===== src/common/rboh_defines.svh =====
`ifndef RBOH_DEFINES_SVH
`define RBOH_DEFINES_SVH

// Opcodes handled by this block
`define RBOH_OP_SIGNALLING_INFO  8'h25
`define RBOH_OP_SHOW_BUTTON      8'h09
`define RBOH_OP_SQUELCH_DETECT   8'h1E
`define RBOH_OP_CODED_SQL_DETECT 8'h1F
`define RBOH_OP_SQUELCH_VALUE    8'h28
`define RBOH_OP_SYSTEM_STATUS    8'h4D
`define RBOH_OP_TALKBACK_SWITCH  8'h31
`define RBOH_OP_TIME_UPDATE      8'h4E
`define RBOH_OP_TIMEOUT_LIMIT    8'h36

// Flag bit positions inside the flag field
`define RBOH_FLAG_D1 0
`define RBOH_FLAG_D2 1
`define RBOH_FLAG_D3 2

// Wishbone register byte offsets
`define RBOH_REG_CTRL      8'h00
`define RBOH_REG_STATUS    8'h04
`define RBOH_REG_SYS_WORD  8'h08
`define RBOH_REG_TIME      8'h0C
`define RBOH_REG_OPERATOR  8'h10
`define RBOH_REG_EFFECTIVE 8'h14

// Control register fields
`define RBOH_CTRL_TIME_SEND   0
`define RBOH_CTRL_STATUS_SEND 1
`define RBOH_CTRL_TRUNKED     2
`define RBOH_CTRL_SCAN_ON     3

// Reset values
`define RBOH_SQUELCH_RESET  4'h8
`define RBOH_TIMEOUT_RESET  8'h0C
`define RBOH_TALKBACK_RESET 1'b1

// Transmit timer: one tick per 5 s interval at 20 MHz
`define RBOH_CLK_HZ        20000000
`define RBOH_INTERVAL_S    5
`define RBOH_INTERVAL_CYC  (`RBOH_CLK_HZ * `RBOH_INTERVAL_S)

`endif


===== src/common/rboh_pkg.sv =====
package rboh_pkg;

    // Decoded bus message: opcode, D1..D3 flags, up to five data bytes
    typedef struct packed {
        logic [7:0]      opcode;
        logic            request;
        logic [2:0]      flags;
        logic [4:0][7:0] data;
    } rboh_msg_type;

    // Wishbone classic request
    typedef struct packed {
        logic        cyc;
        logic        stb;
        logic        we;
        logic [7:0]  adr;
        logic [3:0]  sel;
        logic [31:0] dat;
    } rboh_wb_req_type;

    // Transmit message sequencer
    typedef enum logic [2:0] {
        RBOH_IDLE   = 3'b000,
        RBOH_SEND   = 3'b001,
        RBOH_WAIT   = 3'b011,
        RBOH_NEXT   = 3'b010
    } rboh_tx_state_type;

endpackage : rboh_pkg


===== src/hdl/rboh_opcode_handler.sv =====
`timescale 1ns/10ps
`include "rboh_defines.svh"

// Function
// - Broadcast payload bytes, index from one
// - Payload only, no coding, no end marker
// - Hold request bytes until complete
// - Broadcast squelch detect on carrier change
// - Flags: long carrier present, audio detect
// - Same audio detect in coded squelch message
// - Apply squelch override, keep operator value
// - Squelch level zero open, F tight
// - Squelch override reverts on reset or mode
// - No restore flag: operator squelch
// - Status word broadcast on send bit, change flagged with scan on
// - Conventional: all seventeen status bits zero
// - Talkback override from third flag, operator kept
// - Talkback override revert conditions
// - Radio alone broadcasts time update, no address
// - Time flags and binary hour minute second
// - New timeout limit immediate, expire if exceeded
// - Limit in five second intervals, zero infinite
// - Timeout override reverts on dekey, mode, reset
// - No restore flag: operator limit
module rboh_opcode_handler
    import rboh_pkg::*;
(
    // Clock and reset
    input  wire logic            clk,
    input  wire logic            arst_n,
    // Wishbone slave
    input  wire rboh_wb_req_type wb_req,
    output logic [31:0]          wb_dat_o,
    output logic                 wb_ack_o,
    // Decoded messages from bus receiver
    input  wire logic            rx_valid,
    input  wire rboh_msg_type    rx_msg,
    output logic                 rx_ready,
    // Messages to bus transmitter
    output logic                 tx_valid,
    output rboh_msg_type         tx_msg,
    input  wire logic            tx_ready,
    // Signalling decoder: received payload bytes
    input  wire logic            sig_valid,
    input  wire logic [7:0]      sig_byte,
    input  wire logic            sig_last,
    output logic                 sig_ready,
    // Signalling encoder: request payload to radio
    output logic                 rf_valid,
    output logic [7:0]           rf_byte,
    output logic [7:0]           rf_count,
    input  wire logic            rf_ready,
    // Radio state
    input  wire logic            carrier_long,
    input  wire logic            audio_detect,
    input  wire logic            active_mode_change,
    input  wire logic            tx_keyed,
    // Effective settings
    output logic [3:0]           squelch_level,
    output logic                 talkback_on,
    output logic                 timeout_expired
);

    // Request payload store depth
    localparam int unsigned BUF_DEPTH = 32;

    // Decoded register access
    wire        wb_hit      = wb_req.cyc && wb_req.stb && !wb_ack_o;
    wire        wb_wr       = wb_hit && wb_req.we && wb_req.sel[0];
    wire        wr_ctrl     = wb_wr && (wb_req.adr == `RBOH_REG_CTRL);
    wire        wr_sys      = wb_wr && (wb_req.adr == `RBOH_REG_SYS_WORD);
    wire        wr_time     = wb_wr && (wb_req.adr == `RBOH_REG_TIME);
    wire        wr_oper     = wb_wr && (wb_req.adr == `RBOH_REG_OPERATOR);

    // Incoming opcode decode
    wire        rx_take     = rx_valid && rx_ready;
    wire        op_sql_val  = rx_take && (rx_msg.opcode == `RBOH_OP_SQUELCH_VALUE);
    wire        op_tb       = rx_take && (rx_msg.opcode == `RBOH_OP_TALKBACK_SWITCH);
    wire        op_tot      = rx_take && (rx_msg.opcode == `RBOH_OP_TIMEOUT_LIMIT);
    wire        op_sig_req  = rx_take && (rx_msg.opcode == `RBOH_OP_SIGNALLING_INFO)
                              && rx_msg.request;
    wire        f_d1        = rx_msg.flags[`RBOH_FLAG_D1];
    wire        f_d2        = rx_msg.flags[`RBOH_FLAG_D2];
    wire        f_d3        = rx_msg.flags[`RBOH_FLAG_D3];

    // Registers
    logic [3:0] ctrl;
    logic [16:0] sys_word;
    logic [31:0] time_word;
    logic [3:0]  oper_squelch;
    logic        oper_talkback;
    logic [7:0]  oper_timeout;
    logic [3:0]  ovr_squelch;
    logic [1:0]  ovr_squelch_mode;
    logic        ovr_talkback;
    logic [1:0]  ovr_talkback_mode;
    logic [7:0]  ovr_timeout;
    logic [1:0]  ovr_timeout_mode;
    logic        send_time_done;
    logic        send_status_done;

    // Show-button, foreign squelch-detect ignored
    assign rx_ready = 1'b1;

    // Software registers
    always_ff @(posedge clk or negedge arst_n) begin
        if (!arst_n) begin
            ctrl          <= 4'h0;
            sys_word      <= 17'h00000;
            time_word     <= 32'h00000000;
            oper_squelch  <= `RBOH_SQUELCH_RESET;
            oper_talkback <= `RBOH_TALKBACK_RESET;
            oper_timeout  <= `RBOH_TIMEOUT_RESET;
        end else begin
            if (wr_ctrl)
                ctrl <= wb_req.dat[3:0];
            else
                ctrl[1:0] <= ctrl[1:0] & ~{send_status_done, send_time_done};
            if (wr_sys)
                sys_word <= wb_req.dat[16:0];
            if (wr_time)
                time_word <= wb_req.dat;
            if (wr_oper) begin
                oper_squelch  <= wb_req.dat[3:0];
                oper_talkback <= wb_req.dat[4];
                oper_timeout  <= wb_req.dat[15:8];
            end
        end
    end

    // Revert mode: 0 none, 1 reset only, 2 mode change, also dekey for timeout
    function automatic logic [1:0] ovr_mode(input logic d1, input logic d2);
        ovr_mode = d2 ? 2'd2 : (d1 ? 2'd1 : 2'd0);
    endfunction : ovr_mode

    // De-key edge
    logic tx_keyed_q;
    wire  dekey = tx_keyed_q && !tx_keyed;

    // Option overrides, operator values kept
    always_ff @(posedge clk or negedge arst_n) begin
        if (!arst_n) begin
            ovr_squelch       <= 4'h0;
            ovr_squelch_mode  <= 2'd0;
            ovr_talkback      <= 1'b0;
            ovr_talkback_mode <= 2'd0;
            ovr_timeout       <= 8'h00;
            ovr_timeout_mode  <= 2'd0;
            tx_keyed_q        <= 1'b0;
        end else begin
            tx_keyed_q <= tx_keyed;
            if (op_sql_val) begin
                ovr_squelch      <= rx_msg.data[2][3:0];
                ovr_squelch_mode <= ovr_mode(f_d1, f_d2);
            end else if (active_mode_change && ovr_squelch_mode == 2'd2)
                ovr_squelch_mode <= 2'd0;
            if (op_tb) begin
                ovr_talkback      <= f_d3;
                ovr_talkback_mode <= ovr_mode(f_d1, f_d2);
            end else if (active_mode_change && ovr_talkback_mode == 2'd2)
                ovr_talkback_mode <= 2'd0;
            if (op_tot) begin
                ovr_timeout      <= rx_msg.data[2];
                ovr_timeout_mode <= ovr_mode(f_d1, f_d2);
            end else if ((active_mode_change || dekey) && ovr_timeout_mode == 2'd2)
                ovr_timeout_mode <= 2'd0;
        end
    end

    // Effective settings
    wire [7:0] tot_limit = (ovr_timeout_mode != 2'd0) ? ovr_timeout : oper_timeout;
    always_comb begin
        squelch_level = (ovr_squelch_mode != 2'd0) ? ovr_squelch : oper_squelch;
        talkback_on   = (ovr_talkback_mode != 2'd0) ? ovr_talkback : oper_talkback;
    end

    // Transmit timer counts whole 5 s intervals while keyed
    logic [31:0] tick_cnt;
    logic [7:0]  tot_elapsed;
    wire         tick = (tick_cnt == 32'(`RBOH_INTERVAL_CYC - 1));
    always_ff @(posedge clk or negedge arst_n) begin
        if (!arst_n) begin
            tick_cnt    <= 32'h00000000;
            tot_elapsed <= 8'h00;
        end else if (!tx_keyed) begin
            tick_cnt    <= 32'h00000000;
            tot_elapsed <= 8'h00;
        end else begin
            tick_cnt <= tick ? 32'h00000000 : tick_cnt + 32'h00000001;
            if (tick && tot_elapsed != 8'hFF)
                tot_elapsed <= tot_elapsed + 8'h01;
        end
    end
    // Live limit, so a lower limit expires at once
    assign timeout_expired = tx_keyed && (tot_limit != 8'h00)
                             && (tot_elapsed >= tot_limit);

    // Request payload buffer toward the signalling encoder
    logic [7:0] req_buf [BUF_DEPTH];
    logic [7:0] req_len;
    logic [7:0] req_rd;
    logic       req_busy;
    // First byte gives total length
    wire  [7:0] req_idx  = rx_msg.data[0];
    wire        req_full = (req_len != 8'h00) && (req_idx == req_len);
    always_ff @(posedge clk or negedge arst_n) begin
        if (!arst_n) begin
            req_len  <= 8'h00;
            req_rd   <= 8'h00;
            req_busy <= 1'b0;
        end else if (req_busy) begin
            if (rf_ready) begin
                if (req_rd + 8'h01 == req_len) begin
                    req_busy <= 1'b0;
                    req_len  <= 8'h00;
                    req_rd   <= 8'h00;
                end else
                    req_rd <= req_rd + 8'h01;
            end
        end else if (op_sig_req && req_idx != 8'h00 && req_idx <= 8'(BUF_DEPTH)) begin
            if (req_idx == 8'h01)
                req_len <= rx_msg.data[1];
            if (req_full || (req_idx == 8'h01 && rx_msg.data[1] == 8'h01))
                req_busy <= 1'b1;
        end
    end
    always_ff @(posedge clk) begin
        if (op_sig_req && !req_busy && req_idx != 8'h00 && req_idx <= 8'(BUF_DEPTH))
            req_buf[5'(req_idx - 8'h01)] <= rx_msg.data[1];
    end
    assign rf_valid = req_busy;
    assign rf_byte  = req_buf[5'(req_rd)];
    assign rf_count = req_len;

    // Carrier and audio change detection
    logic carrier_q;
    logic audio_q;
    logic sql_pend;
    logic pl_pend;
    wire  sql_change = (carrier_q != carrier_long) || (audio_q != audio_detect);
    wire  audio_change = audio_q != audio_detect;

    // Outgoing message arbitration
    rboh_tx_state_type state;
    rboh_tx_state_type next_state;
    logic [7:0]        sig_seq;
    logic              sig_pend;
    logic [7:0]        sig_hold;
    logic              sig_hold_last;

    assign sig_ready = !sig_pend;
    assign tx_valid  = (state == RBOH_SEND);

    // Priority order
    wire sel_sql  = sql_pend;
    wire sel_pl   = !sel_sql && pl_pend;
    wire sel_sig  = !sel_sql && !sel_pl && sig_pend;
    wire sel_stat = !sel_sql && !sel_pl && !sel_sig && ctrl[`RBOH_CTRL_STATUS_SEND];
    wire sel_time = !sel_sql && !sel_pl && !sel_sig && !sel_stat
                    && ctrl[`RBOH_CTRL_TIME_SEND];
    wire any_sel  = sel_sql || sel_pl || sel_sig || sel_stat || sel_time;
    wire tx_done  = (state == RBOH_SEND) && tx_ready;

    assign send_time_done   = tx_done && (tx_msg.opcode == `RBOH_OP_TIME_UPDATE);
    assign send_status_done = tx_done && (tx_msg.opcode == `RBOH_OP_SYSTEM_STATUS);

    // Zero word when conventional
    wire [16:0] status_out = ctrl[`RBOH_CTRL_TRUNKED] ? sys_word : 17'h00000;

    always_comb begin
        case (state)
            RBOH_IDLE: next_state = any_sel ? RBOH_NEXT : RBOH_IDLE;
            RBOH_NEXT: next_state = RBOH_SEND;
            RBOH_SEND: next_state = tx_ready ? RBOH_WAIT : RBOH_SEND;
            RBOH_WAIT: next_state = RBOH_IDLE;
            default:   next_state = RBOH_IDLE;
        endcase
    end

    // Last status word sent
    logic [16:0] last_status;

    always_ff @(posedge clk or negedge arst_n) begin
        if (!arst_n) begin
            state       <= RBOH_IDLE;
            tx_msg      <= '0;
            carrier_q   <= 1'b0;
            audio_q     <= 1'b0;
            sql_pend    <= 1'b0;
            pl_pend     <= 1'b0;
            sig_pend    <= 1'b0;
            sig_hold    <= 8'h00;
            sig_hold_last <= 1'b0;
            sig_seq     <= 8'h00;
            last_status <= 17'h00000;
        end else begin
            state     <= next_state;
            carrier_q <= carrier_long;
            audio_q   <= audio_detect;
            // Set wins over clear
            if (sql_change)
                sql_pend <= 1'b1;
            else if (state == RBOH_IDLE && sel_sql)
                sql_pend <= 1'b0;
            if (audio_change)
                pl_pend <= 1'b1;
            else if (state == RBOH_IDLE && sel_pl)
                pl_pend <= 1'b0;
            if (sig_valid && !sig_pend) begin
                sig_pend <= 1'b1;
                sig_hold <= sig_byte;
                sig_hold_last <= sig_last;
            end else if (state == RBOH_IDLE && sel_sig)
                sig_pend <= 1'b0;
            if (state == RBOH_IDLE && any_sel) begin
                tx_msg <= '0;
                if (sel_sql) begin
                    tx_msg.opcode <= `RBOH_OP_SQUELCH_DETECT;
                    tx_msg.flags  <= {1'b0, audio_q, carrier_q};
                end else if (sel_pl) begin
                    tx_msg.opcode <= `RBOH_OP_CODED_SQL_DETECT;
                    tx_msg.flags  <= {1'b0, audio_q, 1'b0};
                end else if (sel_sig) begin
                    tx_msg.opcode  <= `RBOH_OP_SIGNALLING_INFO;
                    tx_msg.request <= 1'b0;
                    tx_msg.data[0] <= sig_seq + 8'h01;
                    tx_msg.data[1] <= sig_hold;
                    sig_seq        <= sig_hold_last ? 8'h00 : sig_seq + 8'h01;
                end else if (sel_stat) begin
                    tx_msg.opcode  <= `RBOH_OP_SYSTEM_STATUS;
                    tx_msg.flags   <= {2'b00, status_out[16]};
                    tx_msg.data[0] <= status_out[15:8];
                    tx_msg.data[1] <= status_out[7:0];
                    last_status    <= status_out;
                end else begin
                    tx_msg.opcode  <= `RBOH_OP_TIME_UPDATE;
                    tx_msg.flags   <= time_word[26:24];
                    tx_msg.data[0] <= {3'b000, time_word[20:16]};
                    tx_msg.data[1] <= time_word[15:8];
                    tx_msg.data[2] <= time_word[7:0];
                end
            end
        end
    end

    // Status word changed under scan
    wire status_stale = ctrl[`RBOH_CTRL_SCAN_ON] && (status_out != last_status);

    // Register read mux
    always_comb begin
        case (wb_req.adr)
            `RBOH_REG_CTRL:      wb_dat_o = {28'h0000000, ctrl};
            `RBOH_REG_STATUS:    wb_dat_o = {16'h0000, tot_elapsed, 3'b000, status_stale,
                                             req_busy, timeout_expired, audio_q, carrier_q};
            `RBOH_REG_SYS_WORD:  wb_dat_o = {15'h0000, sys_word};
            `RBOH_REG_TIME:      wb_dat_o = time_word;
            `RBOH_REG_OPERATOR:  wb_dat_o = {16'h0000, oper_timeout, 3'b000, oper_talkback,
                                             oper_squelch};
            `RBOH_REG_EFFECTIVE: wb_dat_o = {16'h0000, tot_limit, 3'b000, talkback_on,
                                             squelch_level};
            default:             wb_dat_o = 32'h00000000;
        endcase
    end

    // One-cycle ack, unmapped reads zero
    always_ff @(posedge clk or negedge arst_n) begin
        if (!arst_n)
            wb_ack_o <= 1'b0;
        else
            wb_ack_o <= wb_hit;
    end

endmodule : rboh_opcode_handler


===== config.mk =====
export PLATFORM = sky130hd
export DESIGN_NAME = rboh_opcode_handler
export DESIGN_NICKNAME = d
export VERILOG_FILES = /design/src/common/rboh_pkg.sv /design/src/hdl/rboh_opcode_handler.sv
export VERILOG_INCLUDE_DIRS = /design/src /design/src/common
export SDC_FILE = /design/constraint.sdc
export NUM_CORES = 1
export LEC_CHECK = 0
export ABC_AREA = 0
export BUFFER_PORTS_ARGS = -buffer_cell sky130_fd_sc_hd__clkbuf_2
export CAP_MARGIN = 10
export CORE_UTILIZATION = 35
export CTS_BUF_LIST = sky130_fd_sc_hd__clkbuf_4 sky130_fd_sc_hd__clkbuf_8 sky130_fd_sc_hd__clkbuf_16
export DETAILED_ROUTE_END_ITERATION = 12
export GPL_TIMING_DRIVEN = 0
export MAX_ROUTING_LAYER = met4
export PLACE_DENSITY_LB_ADDON = 0.05
export SYNTH_ARGS = -nofsm -noshare
export SYNTH_HDL_FRONTEND = slang
export SYNTH_SLANG_ARGS = --single-unit

===== constraint.sdc =====
create_clock -name clk -period 4.2 [get_ports clk]
set_clock_uncertainty 0.2 [all_clocks]
set_input_delay 0.42 -clock clk [delete_from_list [all_inputs] [get_ports clk]]
set_output_delay 0.42 -clock clk [all_outputs]
set_load 0.02 [all_outputs]

==> run summary <==
Post-synthesis average cell area: 13.5 um2
Clock Power Share: 47.1%
# rows: 90
Synth cell types: 67
Peak VDD IR: 0.277 mV
Dpl hpwl: 43200 um
Most frequent cells in the layout: 256 x edfxtp_1, 215 x dfrtp_1, 193 x clkbuf_2, 133 x nor2_1, 128 x nand2_1
First-pass GRT wire length: 92500 um
Slew @ Worst Pin: 1.29 ns
Yosys warns: 0
Max cap viols: 0
Setup TNS: 0 ns
Seq cells post-synth: 475
Vias in the first global route: 14.5k
Drt first pass iters: 5
Inst Count DP: 2562
Ys async rst share: 46.1%
Startpoint Class: flop
Starting density of the core: 35.3%
Worst r2r src: rf_valid
Commonest non-fill, non-tap cell in the layout: edfxtp_1
Filler cells: 5596
Area of the core: 60200 um2
WP data required: 3.58 ns
Worst R2R Setup Slack: 0.78 ns
DRT iter0 DRCs: 868
Crit path time final: 4.01 ns
CTS root buf: clkbuf_16
CP Max Fanout: 10
Reg power frac: 47.2%
GRT Util Overall: 20.5%
Crit-path cells: nor2_4 -> mux2_2 -> ha_1 -> nand2b_1 -> a21o_1 -> a211oi_1 -> o31a_1 -> nor3_2 -> a221o_1 -> clkbuf_2
Layout cells sized above 1: 27.4%
CTS clock-pin slew for the worst setup and hold paths: 0.06 ns
Post-layout instance count excluding filler cells: 2726
Rel. slew slack: 14.1%
Vias: 14.1k
Pre-CTS setup slack: 0.226 ns
Post-route ant nets: 0
CP Capture Type: output port
Routed len/inst: 22.4 um
Kind of critical path: flop to output port
CTS tree: built
FF+latch area: 13200 um2
Drt via density: 5.18
Initial antenna violation count: 2
CTS Sinks: 475
Gp weighted congestion: 0.863
CP max stage cell: mux2_2
H-tree depth: 2
Remaining global-route overflow: 0
Fin. max-slew vios: 0
P_sw: 2.40 mW
WL final: 61000 um
Final period utilization: 95.4%
Worst reg2reg endpoint: req_buf[30][4]
Post-synth EDFFs: 256
Clk Latency, worst-skew pair: 0.61 ns
Port Buf Inserts: 187
Pleak: 10.4 nW
Multi-input gate area: 7670 um2
Total CTS buffers: 55
Pin count of the biggest net entering global routing: 105
Final Setup Violations: 0
Pint: 8.32 mW
Worst path max stage delay: 0.42 ns
Status: completed
DR DRC count: 0
RSZ-0062 raised after global routing: false
Worst r2r path cells: 6
Die W: 249 um
CP Data Arrival Time: 3.39 ns
Die ar.: 61800 um2
P&R area growth vs syn: 21.8%
Final worst slack: 0.194 ns
Post-synthesis cell area: 21300 um2
Seq/Total Area, Yosys: 61.9%
Fmax achieved: 0.250 GHz
Top FF cell, synth: edfxtp_1
Post-synthesis cell count: 1572
HP Class: primary input to async pin
Die Ht: 249 um
Hold Vio Cnt, Final: 0
Fin util: 43.0%
# Post-CTS Setup Buffers: 0
Power per Cell Area: 413 nW/um2
Top Ports: 229
Worst-case clock buffer depth: 3
Sw frac: 22.4%
Final #Nets: 2030
Gate power share: 5.6%
kinds of logic after synthesis:
family	Yosys count	share of synthesized area (%)
AOI/OAI and AO/OA	230	7.07
adders and majority gates	15	0.882
buffers and inverters	111	2.42
and+or+nand+nor	471	10.9
other	2	0.0353
xor gates and xnor gates	69	2.84
DFF	475	61.9
muxes	199	14.0
power groups by stage:
stage	Combinational, mW	Sequential, mW	Clock, mW
after detailed placement	0.567	5.15	0
after global routing	0.661	5.07	5.34
after global placement	0.550	5.15	0
after CTS	0.613	5.06	5.17
after floorplan	0.260	5.15	0
final	0.601	5.06	5.05
worst max-delay path: cells and delay by family, from the launching register on:
family	cells	cell delay, ns
buf+inv	1	0.19
simple gates	3	0.53
fa+ha+maj	1	0.27
mux	1	0.42
flops	1	0.40
compound gates	4	0.97
how the worst max path moves through the flow:
stage | from | to | slack [ns] | cells after the start
6_report | ovr_timeout_mode[1] | wb_dat_o[2] | 0.19 | 10
5_1_grt | ovr_timeout_mode[1] | wb_dat_o[2] | 0.05 | 10
4_1_cts | ovr_timeout_mode[1] | wb_dat_o[2] | 0.005 | 10
3_5_place_dp | ovr_timeout_mode[0] | wb_dat_o[2] | 0.23 | 10
3_3_place_gp | arst_n | tick_cnt[4] | -2.38 | 1
2_1_floorplan | ovr_timeout_mode[1] | wb_dat_o[2] | 0.60 | 9
state kept, by name, summed over array words and instances, names as in the netlist, 2 cells and up:
| register | flops |
|---|---|
| ovr_timeout | 8 |
| state | 2 |
| last_status | 17 |
| sig_hold | 8 |
| tick_cnt | 32 |
| rf_count | 8 |
| sys_word | 17 |
| ovr_talkback_mode | 2 |
| ovr_squelch | 4 |
| oper_timeout | 8 |
| ovr_squelch_mode | 2 |
| tot_elapsed | 8 |
| time_word | 32 |
| ctrl | 4 |
| oper_squelch | 4 |
| ovr_timeout_mode | 2 |
| sig_seq | 8 |
| req_rd | 8 |
| req_buf | 256 |
| tx_msg | 34 |
layout make-up:
type,instances,share of cell area [%]
tap,782,3.78
buffer,96,1.83
antenna,1,0.00966
multi-input combinational,1003,29.6
sequential,475,50.8
timing repair buffer,252,6.26
inverter,14,0.203
clock inverter,16,0.719
clock buffer,87,6.78
per-stage QoR:
step,power [mW],cell area (um2),hold slack [ns]
floorplan,5.41,21300,-0.0756
global placement,5.70,23300,0.243
detailed placement,5.72,23300,0.110
CTS,10.8,25900,0.0151
global route,11.1,25900,0.0618
finish,10.7,25900,0.0466
layer usage:
metal / vias to the layer above / global-route usage [%] / routed length, um
met4: 0 / 7.01 / 1830
met5: - / - / 0
met2: 314 / 32.7 / 29500
met3: 94 / 2.68 / 2190
li1: 6522 / - / -
met1: 7199 / 27.1 / 27500
what timing repair did:
item	CTS	global route
resized for setup	8	7
hold endpoints to repair	211	0
hold buffers	61	0
endpoints found under the setup margin	10	8
synthesized netlist by cell type, drive strengths merged (9+ instances only):
cell type,count,area (um2)
mux2,113,1270
nor2,135,509
a211oi,9,67.6
a221oi,10,87.6
inv,12,45.0
and2,21,131
and3,12,75.1
and4,10,87.6
nor3,23,126
a21o,14,105
nand3,48,240
buf,40,246
nand4,18,113
nand2,129,487
o21ai,86,430
nor4,17,106
mux4,67,1510
o22ai,16,100
clkbuf,57,215
edfxtp,256,7690
mux2i,19,190
xnor2,31,272
nand2b,16,100
a22oi,21,158
a22o,18,158
ha,15,188
xor2,38,333
dfrtp,215,5380
a21oi,25,125
Power figures use the tool's default switching activity.
